## src/hdl/gjw_pkg.sv

```systemverilog
package gjw_pkg;

   // Register byte addresses.
   localparam logic [11:0] ADDR_PIN_DATA = 12'h0300;
   localparam logic [11:0] ADDR_PIN_DIR = 12'h0304;
   localparam logic [11:0] ADDR_IRQ_MASK = 12'h0308;
   localparam logic [11:0] ADDR_CHANGE = 12'h030C;
   localparam logic [11:0] ADDR_CTRL = 12'h0310;
   localparam logic [11:0] ADDR_STATUS = 12'h0314;

   // Control register field positions.
   localparam int CTRL_DEB_SEL_BIT = 0;
   localparam int CTRL_WAKE_HW_EN_BIT = 1;
   localparam int CTRL_SW_WAKE_BIT = 2;
   localparam int CTRL_WAKE_SEL_LSB = 4;

   // Status register field positions.
   localparam int STAT_WAKE_ARMED_BIT = 0;
   localparam int STAT_SUSPENDED_BIT = 1;

   // Reset values.
   localparam logic [7:0] RST_PIN_DATA = 8'h00;
   localparam logic [7:0] RST_PIN_DIR = 8'h00;
   localparam logic [7:0] RST_IRQ_MASK = 8'hFF;
   localparam logic [7:0] RST_CTRL = 8'h00;

   // Debounce intervals.
   localparam int CLK_HZ = 20_000_000;
   localparam int DEB_LONG_MS = 16;
   localparam int DEB_SHORT_MS = 8;
   localparam int DEB_LONG_CYC = CLK_HZ / 1000 * DEB_LONG_MS;
   localparam int DEB_SHORT_CYC = CLK_HZ / 1000 * DEB_SHORT_MS;

   // AXI response codes.
   localparam logic [1:0] RESP_OKAY = 2'b00;
   localparam logic [1:0] RESP_SLVERR = 2'b10;

endpackage

```

## src/hdl/gjw_debounce.sv

```systemverilog
`timescale 1ns/1ps

// Accepts a new input level only after it has stood unchanged for the interval.
module gjw_debounce #(
   parameter int CNT_W = 19
) (
   input wire logic aclk, // System clock.
   input wire logic aresetn, // Synchronous reset, active low.
   input wire logic raw, // Synchronised pin level.
   input wire logic [CNT_W-1:0] limit, // Stable cycles required.
   output logic stable_q // Debounced level.
);

   logic [CNT_W-1:0] cnt_q;

   // Counts stable cycles while the raw level differs from the accepted one.
   always_ff @(posedge aclk)
   begin
      if (!aresetn)
      begin
         cnt_q <= '0;
         stable_q <= 1'b0;
      end
      else if (raw == stable_q)
      begin
         cnt_q <= '0;
      end
      else if (cnt_q >= limit - CNT_W'(1))
      begin
         cnt_q <= '0;
         stable_q <= raw;
      end
      else
      begin
         cnt_q <= cnt_q + CNT_W'(1);
      end
   end

endmodule

```

## src/hdl/gjw_gpio.sv

```systemverilog
// Behaviour
// - Each pin is input or output by its own direction bit.
// - Output pins drive the matching pin data register bit.
// - A state change on an input pin raises the processor interrupt.
// - Per-pin mask bit blocks that pin's change from the interrupt.
// - Any one selected pin can serve as the hardware wakeup source.
// - Rising edge on the wakeup source starts remote wakeup of host.
// - Wakeup is signalled only when the host has enabled the feature.
// - Pin changes pass a debounce filter of 16 ms or 8 ms.
`timescale 1ns/1ps

module gjw_gpio #(
   parameter int N_PINS = 8,
   parameter int DEB_LONG = gjw_pkg::DEB_LONG_CYC,
   parameter int DEB_SHORT = gjw_pkg::DEB_SHORT_CYC
) (
   input wire logic aclk, // System clock, 20 MHz.
   input wire logic aresetn, // Synchronous reset, active low.
   input wire logic [11:0] s_axi_awaddr, // Write address.
   input wire logic s_axi_awvalid, // Write address valid.
   output logic s_axi_awready, // Write address ready.
   input wire logic [31:0] s_axi_wdata, // Write data.
   input wire logic [3:0] s_axi_wstrb, // Write byte strobes.
   input wire logic s_axi_wvalid, // Write data valid.
   output logic s_axi_wready, // Write data ready.
   output logic [1:0] s_axi_bresp, // Write response.
   output logic s_axi_bvalid, // Write response valid.
   input wire logic s_axi_bready, // Write response ready.
   input wire logic [11:0] s_axi_araddr, // Read address.
   input wire logic s_axi_arvalid, // Read address valid.
   output logic s_axi_arready, // Read address ready.
   output logic [31:0] s_axi_rdata, // Read data.
   output logic [1:0] s_axi_rresp, // Read response.
   output logic s_axi_rvalid, // Read data valid.
   input wire logic s_axi_rready, // Read data ready.
   input wire logic [N_PINS-1:0] pin_i, // Pin levels from the pads.
   output logic [N_PINS-1:0] pin_o, // Pin output levels.
   output logic [N_PINS-1:0] pin_oe_n, // Pin output enables, low drives.
   input wire logic wake_enabled, // Host enabled remote wakeup, from USB core.
   input wire logic suspended, // USB bus is suspended.
   output logic jack_irq_q, // Jack activity interrupt, level.
   output logic wake_req_q // Remote wakeup request, one-cycle pulse.
);

   localparam int CNT_W = $clog2(DEB_LONG + 1);
   localparam int SEL_W = $clog2(N_PINS);

   logic [N_PINS-1:0] data_q, dir_q, mask_q, chg_q, last_q, sync1_q, sync2_q, deb;
   logic deb_sel_q, hw_en_q, sw_wake_q, sw_wake_prev_q, hw_prev_q;
   logic [SEL_W-1:0] wake_sel_q;
   logic [11:0] aw_q;
   logic aw_have_q, w_have_q;
   logic [31:0] wd_q;
   logic [3:0] ws_q;
   logic wr_go, wr_hit;
   logic [CNT_W-1:0] deb_limit;
   logic [N_PINS-1:0] chg_now;

   // Two-flop synchroniser for pad inputs.
   always_ff @(posedge aclk)
   begin
      if (!aresetn)
      begin
         sync1_q <= '0;
         sync2_q <= '0;
      end
      else
      begin
         sync1_q <= pin_i;
         sync2_q <= sync1_q;
      end
   end

   assign deb_limit = deb_sel_q ? CNT_W'(DEB_SHORT) : CNT_W'(DEB_LONG);

   // One debounce filter per pin.
   for (genvar i = 0; i < N_PINS; i++)
   begin : g_deb
      gjw_debounce #(.CNT_W(CNT_W)) u_deb (
         .aclk(aclk),
         .aresetn(aresetn),
         .raw(sync2_q[i]),
         .limit(deb_limit),
         .stable_q(deb[i])
      );
   end

   assign chg_now = (deb ^ last_q) & ~dir_q;

   // Stores the last debounced level for change detection.
   always_ff @(posedge aclk)
   begin
      if (!aresetn)
         last_q <= '0;
      else
         last_q <= deb;
   end

   // Write channel capture; address and data may arrive in either order.
   always_ff @(posedge aclk)
   begin
      if (!aresetn)
      begin
         aw_have_q <= 1'b0;
         w_have_q <= 1'b0;
         aw_q <= '0;
         wd_q <= '0;
         ws_q <= '0;
         s_axi_bvalid <= 1'b0;
         s_axi_bresp <= gjw_pkg::RESP_OKAY;
         s_axi_awready <= 1'b1;
         s_axi_wready <= 1'b1;
      end
      else
      begin
         // Each ready falls when its channel is taken and rises again once the response is accepted.
         if (s_axi_awvalid && s_axi_awready)
         begin
            aw_have_q <= 1'b1;
            aw_q <= s_axi_awaddr;
            s_axi_awready <= 1'b0;
         end
         if (s_axi_wvalid && s_axi_wready)
         begin
            w_have_q <= 1'b1;
            wd_q <= s_axi_wdata;
            ws_q <= s_axi_wstrb;
            s_axi_wready <= 1'b0;
         end
         if (wr_go)
         begin
            aw_have_q <= 1'b0;
            w_have_q <= 1'b0;
            s_axi_bvalid <= 1'b1;
            s_axi_bresp <= wr_hit ? gjw_pkg::RESP_OKAY : gjw_pkg::RESP_SLVERR;
         end
         else if (s_axi_bvalid && s_axi_bready)
         begin
            s_axi_bvalid <= 1'b0;
            s_axi_awready <= 1'b1;
            s_axi_wready <= 1'b1;
         end
      end
   end

   assign wr_go = aw_have_q && w_have_q && !s_axi_bvalid;
   assign wr_hit = aw_q == gjw_pkg::ADDR_PIN_DATA || aw_q == gjw_pkg::ADDR_PIN_DIR ||
                   aw_q == gjw_pkg::ADDR_IRQ_MASK || aw_q == gjw_pkg::ADDR_CHANGE ||
                   aw_q == gjw_pkg::ADDR_CTRL || aw_q == gjw_pkg::ADDR_STATUS;

   // Software registers, written through byte lane 0.
   always_ff @(posedge aclk)
   begin
      if (!aresetn)
      begin
         data_q <= gjw_pkg::RST_PIN_DATA[N_PINS-1:0];
         dir_q <= gjw_pkg::RST_PIN_DIR[N_PINS-1:0];
         mask_q <= gjw_pkg::RST_IRQ_MASK[N_PINS-1:0];
         deb_sel_q <= gjw_pkg::RST_CTRL[gjw_pkg::CTRL_DEB_SEL_BIT];
         hw_en_q <= gjw_pkg::RST_CTRL[gjw_pkg::CTRL_WAKE_HW_EN_BIT];
         sw_wake_q <= gjw_pkg::RST_CTRL[gjw_pkg::CTRL_SW_WAKE_BIT];
         wake_sel_q <= gjw_pkg::RST_CTRL[gjw_pkg::CTRL_WAKE_SEL_LSB +: SEL_W];
      end
      else if (wr_go && ws_q[0])
      begin
         case (aw_q)
            gjw_pkg::ADDR_PIN_DIR: dir_q <= wd_q[N_PINS-1:0];
            gjw_pkg::ADDR_PIN_DATA: data_q <= wd_q[N_PINS-1:0];
            gjw_pkg::ADDR_IRQ_MASK: mask_q <= wd_q[N_PINS-1:0];
            gjw_pkg::ADDR_CTRL:
            begin
               deb_sel_q <= wd_q[gjw_pkg::CTRL_DEB_SEL_BIT];
               hw_en_q <= wd_q[gjw_pkg::CTRL_WAKE_HW_EN_BIT];
               sw_wake_q <= wd_q[gjw_pkg::CTRL_SW_WAKE_BIT];
               wake_sel_q <= wd_q[gjw_pkg::CTRL_WAKE_SEL_LSB +: SEL_W];
            end
            default: ;
         endcase
      end
   end

   // Sticky change flags; a new change wins over a write-one clear.
   always_ff @(posedge aclk)
   begin
      if (!aresetn)
         chg_q <= '0;
      else if (wr_go && ws_q[0] && aw_q == gjw_pkg::ADDR_CHANGE)
         chg_q <= (chg_q & ~wd_q[N_PINS-1:0]) | chg_now;
      else
         chg_q <= chg_q | chg_now;
   end

   always_ff @(posedge aclk)
   begin
      if (!aresetn)
         jack_irq_q <= 1'b0;
      else
         jack_irq_q <= |(((chg_q & ~mask_q) | (chg_now & ~mask_q)) &
                         ~((wr_go && ws_q[0] && aw_q == gjw_pkg::ADDR_CHANGE) ? wd_q[N_PINS-1:0] & ~chg_now : '0));
   end

   always_ff @(posedge aclk)
   begin
      if (!aresetn)
      begin
         hw_prev_q <= 1'b0;
         sw_wake_prev_q <= 1'b0;
         wake_req_q <= 1'b0;
      end
      else
      begin
         hw_prev_q <= deb[wake_sel_q];
         sw_wake_prev_q <= sw_wake_q;
         wake_req_q <= wake_enabled && suspended &&
                       ((hw_en_q && deb[wake_sel_q] && !hw_prev_q) || (sw_wake_q && !sw_wake_prev_q));
      end
   end

   always_ff @(posedge aclk)
   begin
      if (!aresetn)
      begin
         pin_o <= '0;
         pin_oe_n <= '1;
      end
      else
      begin
         pin_o <= data_q;
         pin_oe_n <= ~dir_q;
      end
   end

   // Read channel; one cycle after address acceptance.
   // pin data readback
   always_ff @(posedge aclk)
   begin
      if (!aresetn)
      begin
         s_axi_rvalid <= 1'b0;
         s_axi_rdata <= '0;
         s_axi_rresp <= gjw_pkg::RESP_OKAY;
         s_axi_arready <= 1'b1;
      end
      else if (s_axi_arvalid && s_axi_arready)
      begin
         s_axi_arready <= 1'b0; // No new read while the answer stands.
         s_axi_rvalid <= 1'b1;
         s_axi_rresp <= gjw_pkg::RESP_OKAY;
         s_axi_rdata <= '0;
         case (s_axi_araddr)
            gjw_pkg::ADDR_PIN_DATA: s_axi_rdata[N_PINS-1:0] <= (dir_q & data_q) | (~dir_q & deb);
            gjw_pkg::ADDR_PIN_DIR: s_axi_rdata[N_PINS-1:0] <= dir_q;
            gjw_pkg::ADDR_IRQ_MASK: s_axi_rdata[N_PINS-1:0] <= mask_q;
            gjw_pkg::ADDR_CHANGE: s_axi_rdata[N_PINS-1:0] <= chg_q;
            gjw_pkg::ADDR_CTRL:
            begin
               s_axi_rdata[gjw_pkg::CTRL_DEB_SEL_BIT] <= deb_sel_q;
               s_axi_rdata[gjw_pkg::CTRL_WAKE_HW_EN_BIT] <= hw_en_q;
               s_axi_rdata[gjw_pkg::CTRL_SW_WAKE_BIT] <= sw_wake_q;
               s_axi_rdata[gjw_pkg::CTRL_WAKE_SEL_LSB +: SEL_W] <= wake_sel_q;
            end
            gjw_pkg::ADDR_STATUS:
            begin
               s_axi_rdata[gjw_pkg::STAT_WAKE_ARMED_BIT] <= wake_enabled;
               s_axi_rdata[gjw_pkg::STAT_SUSPENDED_BIT] <= suspended;
            end
            default: s_axi_rresp <= gjw_pkg::RESP_SLVERR;
         endcase
      end
      else if (s_axi_rvalid && s_axi_rready)
      begin
         s_axi_rvalid <= 1'b0;
         s_axi_arready <= 1'b1;
      end
   end

endmodule

```

## config.mk

```make
export PLATFORM = sky130hd
export DESIGN_NAME = gjw_gpio
export DESIGN_NICKNAME = d
export VERILOG_FILES = /design/src/hdl/gjw_pkg.sv /design/src/hdl/gjw_debounce.sv /design/src/hdl/gjw_gpio.sv
export SDC_FILE = /design/constraint.sdc
export NUM_CORES = 1
export LEC_CHECK = 0
export BUFFER_PORTS_ARGS = -buffer_cell sky130_fd_sc_hd__buf_2
export CAP_MARGIN = 20
export CORE_UTILIZATION = 50
export CTS_CLUSTER_SIZE = 16
export DETAILED_ROUTE_END_ITERATION = 8
export PLACE_DENSITY = 0.7
export SLEW_MARGIN = 5
export SYNTH_ARGS = -nofsm -noshare
export SYNTH_HDL_FRONTEND = slang
export SYNTH_SLANG_ARGS = --single-unit
```

## constraint.sdc

```tcl
create_clock -name aclk -period 3.75 [get_ports aclk]
set_input_delay 0.75 -clock aclk [delete_from_list [all_inputs] [get_ports aclk]]
set_output_delay 0.75 -clock aclk [all_outputs]
set_load 0.02 [all_outputs]
```

* Word level (Yosys, flattened, before mapping)
Index checks and enable logic that the tools add are counted.
** Word-level totals
- Flip-flop bits (word level) :: 282
- Bits of input ports :: 77
- Output and inout port bits :: 59
- Logic and storage cells :: 183
** Operators by class
- Add/sub/neg operators :: 9
- Magnitude comparators :: 9
- Equal/unequal tests :: 20
- Muxes and demuxes :: 24
- Bitwise operators :: 27
- Reductions and logical operators :: 48
** Operators by type and width (number)
- 19-bit by 1-bit adder with 19-bit output (second input constant) :: 8
- 19-bit greater-or-equal comparator :: 8
- 12-bit by 10-bit == test with 1-bit output (second input constant) :: 12
- 8-bit bitwise AND :: 8
- 8-bit inverter :: 5
- 8-bit bitwise OR :: 4
- 2-bit AND reduction :: 12
- 3-bit OR reduction :: 8
- 19-bit 2-to-1 mux :: 1
- 19-bit by 1-bit subtractor with 19-bit output (second input constant) :: 1
- 8-bit 2-to-1 mux :: 2
- 3-bit one-hot mux with 5 select lines :: 1
- 1-bit logical AND :: 14
- 1-bit 2-to-1 mux :: 13
- 2-bit one-hot mux with 6 select lines :: 1
- 1-bit inverter :: 9
- 1-bit == test :: 8
- 1-bit one-hot mux with 4 select lines :: 2
- 8-bit OR reduction :: 1
- 8-bit bitwise XOR :: 1
- 1-bit logical OR :: 6
- 6-bit OR reduction :: 1
- 1-bit one-hot mux with 5 select lines :: 1
- 3-bit by 4-bit < comparator with 1-bit output (second input constant) :: 1
- 5 further kinds :: 9

* Longest topological paths before layout
Gate-level depths: netlist of run 1.
- Depth after elaboration :: 8
- Mapped depth :: 9
- Depth with buffers taken out :: 7

* Cells and area by module
From an unflattened synthesis of run 1, not the netlist that was laid out.
** Second synthesis, totals
- Cell total of the unflattened synthesis :: 1989
- Area total of the unflattened synthesis :: 17352.9 sq um
** Modules (own cells, without submodules)
- gjw_debounce at g_deb[1].u_deb ... :: times used 5, cells each 184, area each 1526.5 sq um, seq. area each 400.4 sq um
- gjw_gpio :: times used 1, cells each 518, area each 4874.7 sq um, seq. area each 2402.3 sq um
- gjw_debounce at g_deb[0].u_deb ... :: times used 2, cells each 182, area each 1636.6 sq um, seq. area each 400.4 sq um
- gjw_debounce at g_deb[7].u_deb :: times used 1, cells each 187, area each 1572.8 sq um, seq. area each 400.4 sq um

* Worst setup path after synthesis of run 1
OpenSTA, ideal clock, no wires.
- Path type :: reg2reg
- Start :: register deb_sel_q
- End :: register g_deb[5].u_deb.cnt_q[10]
- Library setup time :: 0.062 ns
- Arrival time :: 2.912 ns
- Required time :: 3.688 ns
- Path slack :: 0.776 ns
- Stages on the path, launching flop included :: 10
- Path buffers :: 2
- Period minus slack after synthesis :: 2.974 ns
- Cells stage by stage :: dfxtp_1 > inv_1 > ha_1 > o21a_1 > o21a_1 > or4_4 > nand2b_4 > buf_6 > buf_12 > nor2_4
** On the way
- Word-level cells in the longest chain between the ends :: 4
** RTL lines
- start, declared :: RTL line gjw_gpio.sv:49 : logic deb_sel_q, hw_en_q, sw_wake_q, sw_wake_prev_q, hw_prev_q;
- start signal, assigned :: RTL line gjw_gpio.sv:159 : deb_sel_q <= gjw_pkg::RST_CTRL[gjw_pkg::CTRL_DEB_SEL_BIT];
- start signal, assigned :: RTL line gjw_gpio.sv:172 : deb_sel_q <= wd_q[gjw_pkg::CTRL_DEB_SEL_BIT];
- 19-bit 2-to-1 mux :: RTL line gjw_gpio.sv:74 : assign deb_limit = deb_sel_q ? CNT_W'(DEB_SHORT) : CNT_W'(DEB_LONG);
- 19-bit by 1-bit subtractor with 19-bit output :: RTL line gjw_debounce.sv:28 : else if (cnt_q >= limit - CNT_W'(1))
- 19-bit greater-or-equal comparator :: RTL line gjw_debounce.sv:28
- 3-bit OR reduction (no line)
- end signal, assigned :: RTL line gjw_debounce.sv:35 : cnt_q <= cnt_q + CNT_W'(1);
- end, declared :: RTL line gjw_debounce.sv:14 : logic [CNT_W-1:0] cnt_q;
Every way passes these cells.
A chain may end at the register's enable or synchronous reset.

* Worst setup path after layout of run 1
- Start :: register deb_sel_q
- End :: register g_deb[1].u_deb.cnt_q[5]
** On the way
- Word-level cells in the longest chain between the ends :: 4
** RTL lines (RTL line)
- 19-bit 2-to-1 mux :: gjw_gpio.sv:74
- 19-bit by 1-bit subtractor with 19-bit output :: gjw_debounce.sv:28
- 19-bit greater-or-equal comparator :: gjw_debounce.sv:28
- 3-bit OR reduction (no line)
- end signal, assigned :: gjw_debounce.sv:35
- end, declared :: gjw_debounce.sv:14
Every way passes these cells.

==> impl_metrics.yaml, run 1 <==
sta:
  worst_hold_slack_ns: 0.411
  post-route-min-period_ns: 2.93
  fin_skew_ns: 0.0107
  hold_viol_final: 0
  max_freq_ghz: 0.341
  slew_headroom_pct: 28.4
  min_period_over_period_pct: 78.2
  worstMarginPinSlew_ns: 1.07
  rsz0062_at_grt: "no"
  drv_slew: 0
  fin_tns_setup_ns: 0
  finalSetupViolCount: 0
grt:
  top_usage_layer: "met2"
  grt_overflow: 0
  antenna_found_initial: 1
  grt_max_degree: 56
  grt_pass1_wl_um: 43300
  met3_usage_pct: 3.32
  use_met2_pct: 32.7
  use_met1_pct: 27.1
  grt_pass1_vias: 8891
  grt_util_all_layers_pct: 19.9
clocking:
  clock_sinks: 280
  tritoncts: "yes"
  clock_tree.root_cell: "clkbuf_16"
  cts_resized: 0
  cts_made_buffers: 30
  cts_buffer_depth: 3
  clk_pin_slew_ns: 0.06
  h-tree-depth: 1
  hold_buffers: 0
  clk_latency_ns: 0.54
  cts_setup_buffers: 0
cells_and_area:
  multiInputGateArea_um2: 6680
  regArea_um2: 5610
  fill_cells: 2216
  fin_nets: 1601
  final_common_cell: "dfxtp_1"
  drive_gt1_share_pct: 12.3
  syn_to_final_growth_pct: 13.1
  most-common-layout-cells: "dfxtp_1 (280), nor2_1 (204), nand2_1 (138)"
detailed_routing:
  antenna_left: 0
  first_pass_iters: 5
  drt-initial-drc-count: 592
  post-route-drc-count: 0
  via_per_inst: 5.22
  wl_per_cell_um: 14.1
  vias: 9543
  routed_wl_um: 25800
power:
  ir_drop_mv: 0.322
  p_leak_nw: 5.32
  power_density_nw_per_um2: 449
  totalPowerFinal_mw: 6.48
die:
  start_util_pct: 50.8
  die_w_um: 162
  dieArea_um2: 26100
  core_um2: 25100
  io_pins: 136
  fp-row-count: 58
  die_h_um: 162
worst_setup_path:
  required_ns: 4.21
  cp-end-kind: "flip-flop"
  critPathKind: "flip-flop to flip-flop"
  crit_arrival_ns: 3.39
  r2r_start: "deb_sel_q"
  crit_path_start: "deb_sel_q"
  critPathLaunchType: "flip-flop"
  cp_max_fo: 19
  r2r_cells: 8
logic_synthesis:
  synth_warnings: 0
  ys.flop_type: "dfxtp_1"
  synth_edf_count: 0
  async_flop_share_pct: 0
  seq_area_frac_synth_pct: 44.0
  syn_avg_cell_area_um2: 9.12
  ys_ff_latch: 280
  ys_types: 77
  netlist_instances: 1398
  syn_area_um2: 12800
placed_design:
  place.gp.congestion: 0.822
  io_buffers: 82
  dpl.hpwl_um: 17800
run:
  drv_cap: 0
hold_path:
  holdCritStartpoint: "pin_i[1]"
  whs_path_depth: 2
  min_path_type: "input port to flip-flop"
status:
  status: "completed"
-- power breakdown --
part	leakage (nW)	switching, mW	internal (mW)
registers	2.27	0.0303	3.01
clock network	0.534	1.18	2.05
logic	2.52	0.142	0.0676
total	5.32	1.35	5.13
-- cell usage after synthesis, types with 3 or more instances --
master	n	area [um2]
nor2b_1	9	56.3
ha_1	48	601
nor2_4	16	180
o21bai_1	5	37.5
a31o_2	4	35.0
a22oi_1	3	22.5
a211oi_1	5	37.5
buf_6	4	45.0
and2_1	38	238
nand2_1	138	518
inv_1	36	135
nor3_1	29	145
dfxtp_1	280	5610
xnor2_1	76	666
mux2i_1	38	380
and3_1	17	106
nand2b_1	10	62.6
nor2_2	4	25.0
nor4_1	12	75.1
nor2_1	204	766
buf_4	26	195
and4_1	10	87.6
nor4b_1	6	52.6
o21ai_0	29	145
nand4b_1	6	52.6
xor2_1	75	657
o32ai_1	6	52.6
mux2_2	5	56.3
and4b_1	3	30.0
nor3b_1	4	30.0
o41ai_1	3	26.3
nand3_1	52	260
o211ai_1	11	82.6
clkbuf_1	21	78.8
a21oi_1	54	270
nand4_1	34	213
o21a_1	8	60.1
buf_2	14	70.1
or3_1	5	31.3
o211a_1	3	30.0
-- through the flow --
| stage | area, um2 | setup slack [ns] | util [%] | cells |
|---|---|---|---|---|
| 2_1_floorplan | 12800 | 0.776 | - | 1423 |
| 3_3_place_gp | 13300 | 0.918 | 53.0 | 1774 |
| 3_5_place_dp | 13300 | 0.802 | 53.0 | 1774 |
| 4_1_cts | 14400 | 0.780 | 57.4 | 1828 |
| 5_1_grt | 14400 | 0.653 | 57.4 | 1828 |
| 6_report | 14400 | 0.819 | 57.5 | 1829 |
-- critical path: stages (launching register included) --
cell      delay [ns]
dfxtp_1         0.32
inv_1           0.56
buf_4           0.27
ha_1            0.25
nand4b_1        0.10
nor2_1          0.06
a221oi_1        0.51
nand4_2         0.54
nor2_1          0.24
-- registers in the layout, summed over array words and instances (netlist names), 3 cells and up --
signal                cells
chg_q                     8
aw_q                     12
sync2_q                   8
g_deb.u_deb.stable_q      8
pin_o                     8
s_axi_rdata               8
data_q                    8
pin_oe_n                  8
g_deb.u_deb.cnt_q       152
wd_q                      8
wake_sel_q                3
sync1_q                   8
last_q                    8
mask_q                    8
dir_q                     8
-- final cells by class --
class / count / area share (%)
Antenna cell: 1 / 0.0173
Inverter: 37 / 0.963
Tap cell: 330 / 2.86
Sequential cell: 280 / 38.9
Clock buffer: 42 / 6.15
Timing Repair Buffer: 89 / 3.30
Multi-Input combinational cell: 1038 / 46.3
Clock inverter: 12 / 1.56
-- routing by layer --
layer	wire, um	vias to the layer above	part of all wire (%)
met5	0	-	0
met4	572	0	2.2
met3	1390	41	5.4
met2	11700	190	45
met1	12200	4415	47
li1	-	4897	-
-- worst paths after layout --
path / slack [ns] / to
min reg2reg: 0.43 / pin_oe_n[3]
max: 0.82 / g_deb[1].u_deb.cnt_q[5]
min: 0.41 / sync1_q[1]
max reg2reg: 0.82 / g_deb[1].u_deb.cnt_q[5]
-- cell families after synthesis --
group,count (synthesis),share of synthesized area [%]
AND/OR/NAND/NOR,614,24.7
buffers and inverters,105,4.44
adder cells (fa/ha/maj),48,4.71
AO/OA/AOI/OAI,154,8.04
other,1,0.0294
flip-flops,280,44.0
XOR/XNOR,151,10.4
multiplexers,45,3.78
(Power assumes the default switching activity.)
==> inputs of run 2 (changes only) <==
==> constraint.sdc (replaced) <==
create_clock -name aclk -period 3.1 [get_ports aclk]
set_input_delay 0.62 -clock aclk [delete_from_list [all_inputs] [get_ports aclk]]
set_output_delay 0.62 -clock aclk [all_outputs]
set_load 0.02 [all_outputs]
==> run 2 against run 1 <==
  * Sequential cell count stayed put
  * Total power grew 13%
  * Final cell count up 0.11%
  * Die area unchanged
  * Sequential power increased by 21%
==> impl_metrics.yaml, run 2 (synthesis results as in run 1) <==
worst_setup_path:
  cp_max_fo: 19
  critPathLaunchType: "flip-flop"
  critPathKind: "flip-flop to flip-flop"
  crit_arrival_ns: 3.27
  cp-end-kind: "flip-flop"
  required_ns: 3.57
power:
  ir_drop_mv: 0.412
  power_density_nw_per_um2: 512
  p_leak_nw: 5.27
cells_and_area:
  regMostFlops: "g_deb.u_deb.cnt_q"
  largest_reg_flops: 152
  fin_cells: 1831
  fin_nets: 1605
  multiInputGateArea_um2: 6680
  final_common_cell: "dfxtp_1"
  regArea_um2: 5610
  fill_cells: 2281
  largest_registers: "g_deb.u_deb.cnt_q x152, aw_q x12"
  syn_to_final_growth_pct: 12.0
  most-common-layout-cells: "dfxtp_1 (280), nor2_1 (204), nand2_1 (138)"
  drive_gt1_share_pct: 12.4
clocking:
  clk_latency_ns: 0.55
  hold_buffers: 0
  clock_tree.root_cell: "clkbuf_16"
  cts_made_buffers: 29
  cts_buffer_depth: 3
  clock_sinks: 280
  tritoncts: "yes"
  clk_pin_slew_ns: 0.06
  h-tree-depth: 1
sta:
  worstMarginPinSlew_ns: 1.07
  min_period_over_period_pct: 90.4
  rsz0062_at_grt: "no"
  finalSetupViolCount: 0
  post-route-min-period_ns: 2.80
  fin_skew_ns: 0.0133
  drv_slew: 0
  worst_hold_slack_ns: 0.280
  slew_headroom_pct: 28.9
  max_freq_ghz: 0.357
  fin_tns_setup_ns: 0
  hold_viol_final: 0
die:
  dieArea_um2: 26100
  io_pins: 136
  fp-row-count: 58
  core_um2: 25100
  die_h_um: 162
  start_util_pct: 50.8
  die_w_um: 162
detailed_routing:
  vias: 9585
  wl_per_cell_um: 14.1
  dr.max_layer_used: "met4"
  route.met3.wl_um: 1190
  drt-initial-drc-count: 583
  post-route-drc-count: 0
  antenna_left: 0
  first_pass_iters: 5
  wl_met1_um: 12200
  met2_length_um: 11900
  via_per_inst: 5.23
  routed_wl_um: 25800
grt:
  grt_pass1_vias: 9036
  antenna_found_initial: 1
  grt_max_degree: 27
  grt_overflow: 0
  grt_util_all_layers_pct: 19.8
  grt_pass1_wl_um: 43200
placed_design:
  io_buffers: 82
  dpl.hpwl_um: 18000
  place.gp.congestion: 0.829
  dp_cells: 1778
hold_path:
  min_path_type: "input port to flip-flop"
run:
  drv_cap: 0
status:
  status: "completed"
==> run 2: layout make-up <==
type	count	area share, %
timing repair buffer	94	3.50
tap	330	2.89
antenna	1	0.0175
inverter	37	0.999
clock inverter	7	0.473
sequential	280	39.2
multi-input combinational	1038	46.8
clock buffer	44	6.11
==> run 2: timing repair <==
action | CTS | global route
setup buffers | 0 | 1
resized for setup | 0 | 1
setup endpoints to repair | 0 | 16
==> run 2: metrics by stage <==
step           setup WS (ns)  area, um2  power (mW)  util [%]
6_report               0.296      14300        7.32      56.9
5_1_grt               0.0139      14300        7.60      56.9
4_1_cts                0.176      14300        7.42      56.8
3_5_place_dp           0.197      13300        4.01      53.1
3_3_place_gp           0.234      13300        4.01      53.1
2_1_floorplan          0.126      12800        3.95         -
==> run 2: routing by layer <==
| layer | up-vias | track usage (%) |
|---|---|---|
| met3 | 47 | 3.09 |
| met1 | 4435 | 26.3 |
| li1 | 4900 | - |
| met5 | - | 0 |
| met2 | 203 | 33.4 |
| met4 | 0 | 5.62 |
==> run 2: where the power goes <==
part / switching [mW] / total (mW) / leakage (nW) / internal (mW)
clock network: 1.38 / 3.38 / 0.468 / 2.01
logic: 0.174 / 0.257 / 2.54 / 0.0828
registers: 0.0371 / 3.68 / 2.27 / 3.64
==> run 2: worst max-delay path, cell delays in order, from the launching register on <==
cell and delay (ns):
dfxtp_1 0.37, clkinvlp_4 0.42, ha_1 0.48, nand4b_1 0.10, nor2_1 0.06, a221oi_1 0.49
nand4_2 0.54, nor2_1 0.26
==> run 2: worst paths after layout <==
check,start,end,slack (ns),cells after the start
setup / recovery,deb_sel_q,g_deb[1].u_deb.cnt_q[6],0.30,7
hold reg to reg,dir_q[3],pin_oe_n[3],0.43,1
hold / removal,pin_i[1],sync1_q[1],0.28,2
setup reg to reg,deb_sel_q,g_deb[1].u_deb.cnt_q[6],0.30,7
==> inputs of run 3 (changes only) <==
==> constraint.sdc (replaced) <==
create_clock -name aclk -period 3.1 [get_ports aclk]
set_input_delay 0.155 -clock aclk [delete_from_list [all_inputs] [get_ports aclk]]
set_output_delay 0.155 -clock aclk [all_outputs]
set_load 0.02 [all_outputs]
==> run 3 against run 2 <==
  * Non-clock buffer count up 35
  * Final area up 3.3%
  * Clock skew down 0.0059 ns
  * Critical path depth stayed put
  * First-iteration DRC count shrank 1.0%
  * Sequential power is essentially flat
  * Clock power up 11%
  * Fmax is 2.6% higher
  * Sequential share of layout area is 1.3 points lower
  * Total power is 5.5% higher
  * Die area stayed put
  * Clock-buffer cell count decreased by 4
==> impl_metrics.yaml, run 3 (synthesis results as in run 1) <==
status:
  status: "completed"
sta:
  fin_skew_ns: 0.00735
  worstMarginPinSlew_ns: 1.10
  fin_tns_setup_ns: 0
  min_period_over_period_pct: 88.2
  drv_slew: 0
  max_freq_ghz: 0.366
  rsz0062_at_grt: "no"
  slew_headroom_pct: 26.3
  hold_viol_final: 0
  worst_hold_slack_ns: 0.0794
  post-route-min-period_ns: 2.73
  finalSetupViolCount: 0
cells_and_area:
  syn_to_final_growth_pct: 15.7
  largest_registers: "g_deb.u_deb.cnt_q x152, aw_q x12"
  drive_gt1_share_pct: 12.1
  most-common-layout-cells: "dfxtp_1 (280), nor2_1 (204), nand2_1 (138)"
  regMostFlops: "g_deb.u_deb.cnt_q"
  largest_reg_flops: 152
  final_common_cell: "dfxtp_1"
  fin_nets: 1640
  utilization_pct: 58.8
grt:
  grt_util_all_layers_pct: 20.3
  grt_overflow: 0
  antenna_found_initial: 1
  grt_pass1_wl_um: 44300
  grt_pass1_vias: 9304
  grt_max_degree: 52
detailed_routing:
  wl_per_cell_um: 14.1
  drt-initial-drc-count: 577
  via_per_inst: 5.22
  first_pass_iters: 5
  post-route-drc-count: 0
  routed_wl_um: 26400
  antenna_left: 0
  vias: 9747
power:
  p_leak_nw: 5.46
  ir_drop_mv: 0.434
  power_density_nw_per_um2: 523
hold_path:
  min_path_type: "input port to flip-flop"
  whs_path_depth: 3
worst_setup_path:
  cp_max_fo: 19
  crit_path_max_incr_delay_ns: 0.58
  required_ns: 3.57
  critPathLaunchType: "flip-flop"
  cp-end-kind: "flip-flop"
  cp.depth: 7
  crit_chain: "inv_1 -> ha_1 -> nand4b_1 -> nor2_1 -> a221oi_1 -> nand4_2 -> nor2_1"
  r2r_cells: 7
  cpMostUsedCell: "nor2_1"
  critPathKind: "flip-flop to flip-flop"
  worst-path-buf-inv: 1
  path_delay_family: "simple AND/OR/NAND/NOR gates"
  crit_arrival_ns: 3.20
  cpMaxStageDelayCell: "inv_1"
clocking:
  clk_latency_ns: 0.55
  cts_made_buffers: 29
  clock_tree.root_cell: "clkbuf_16"
  clk_pin_slew_ns: 0.07
  clock_sinks: 280
  cts_buffer_depth: 3
  cts_resized: 0
  tritoncts: "yes"
  h-tree-depth: 1
die:
  dieArea_um2: 26100
  die_w_um: 162
  fp-row-count: 58
  io_pins: 136
  start_util_pct: 50.8
  core_um2: 25100
  die_h_um: 162
placed_design:
  place.gp.congestion: 0.810
  io_buffers: 82
  dpl.hpwl_um: 17600
run:
  drv_cap: 0
[run 3: layout make-up]
cell class                 instances  area [um2]
sequential                       280        5610
timing repair buffer             129         863
clock buffer                      40         847
inverter                          37         139
tap                              330         413
multi-input combinational       1038        6680
clock inverter                    14         208
fill                            2188       10400
antenna                            1        2.50
[run 3: path summary, 6_finish.rpt]
kind                                       from                  endpoint  slack [ns]
worst max-delay path                  deb_sel_q  g_deb[1].u_deb.cnt_q[13]        0.37
worst min-delay path            s_axi_araddr[3]            s_axi_rresp[1]        0.08
worst max register to register        deb_sel_q  g_deb[1].u_deb.cnt_q[13]        0.37
worst min register to register       sync1_q[1]                sync2_q[1]        0.44
[run 3: worst register-to-register path, delay by kind of cell, from the launching register on]
| family | cells | cell delay, ns |
|---|---|---|
| AO/OA/AOI/OAI | 1 | 0.46 |
| adder cells (fa/ha/maj) | 1 | 0.37 |
| buffers and inverters | 1 | 0.58 |
| flip-flops | 1 | 0.31 |
| AND/OR/NAND/NOR | 4 | 0.93 |
[run 3: layer usage]
metal	part of all wire, %	track usage (%)
met1	47	27.2
met2	46	33.5
met3	4.1	3.47
met4	2.7	6.05
met5	0	0
[run 3: report_power, final]
part	leakage [nW]	internal [mW]	switching (mW)
sequential	2.27	3.64	0.0394
clock	0.518	2.32	1.43
combinational	2.68	0.113	0.181
[run 3: timing repair]
action	4_1_cts	5_1_grt
endpoints found under the setup margin	0	4
hold endpoints to repair	37	0
hold buffers	40	0
buffers inserted	0	1
[run 3: through the flow]
stage | worst slack [ns] | total power, mW | std cells | area, um2
2_1_floorplan | 0.126 | 3.95 | 1423 | 12800
3_3_place_gp | 0.340 | 4.00 | 1773 | 13300
3_5_place_dp | 0.224 | 4.01 | 1773 | 13300
4_1_cts | 0.233 | 7.80 | 1867 | 14700
5_1_grt | 0.0708 | 8.01 | 1868 | 14800
6_report | 0.367 | 7.72 | 1869 | 14800
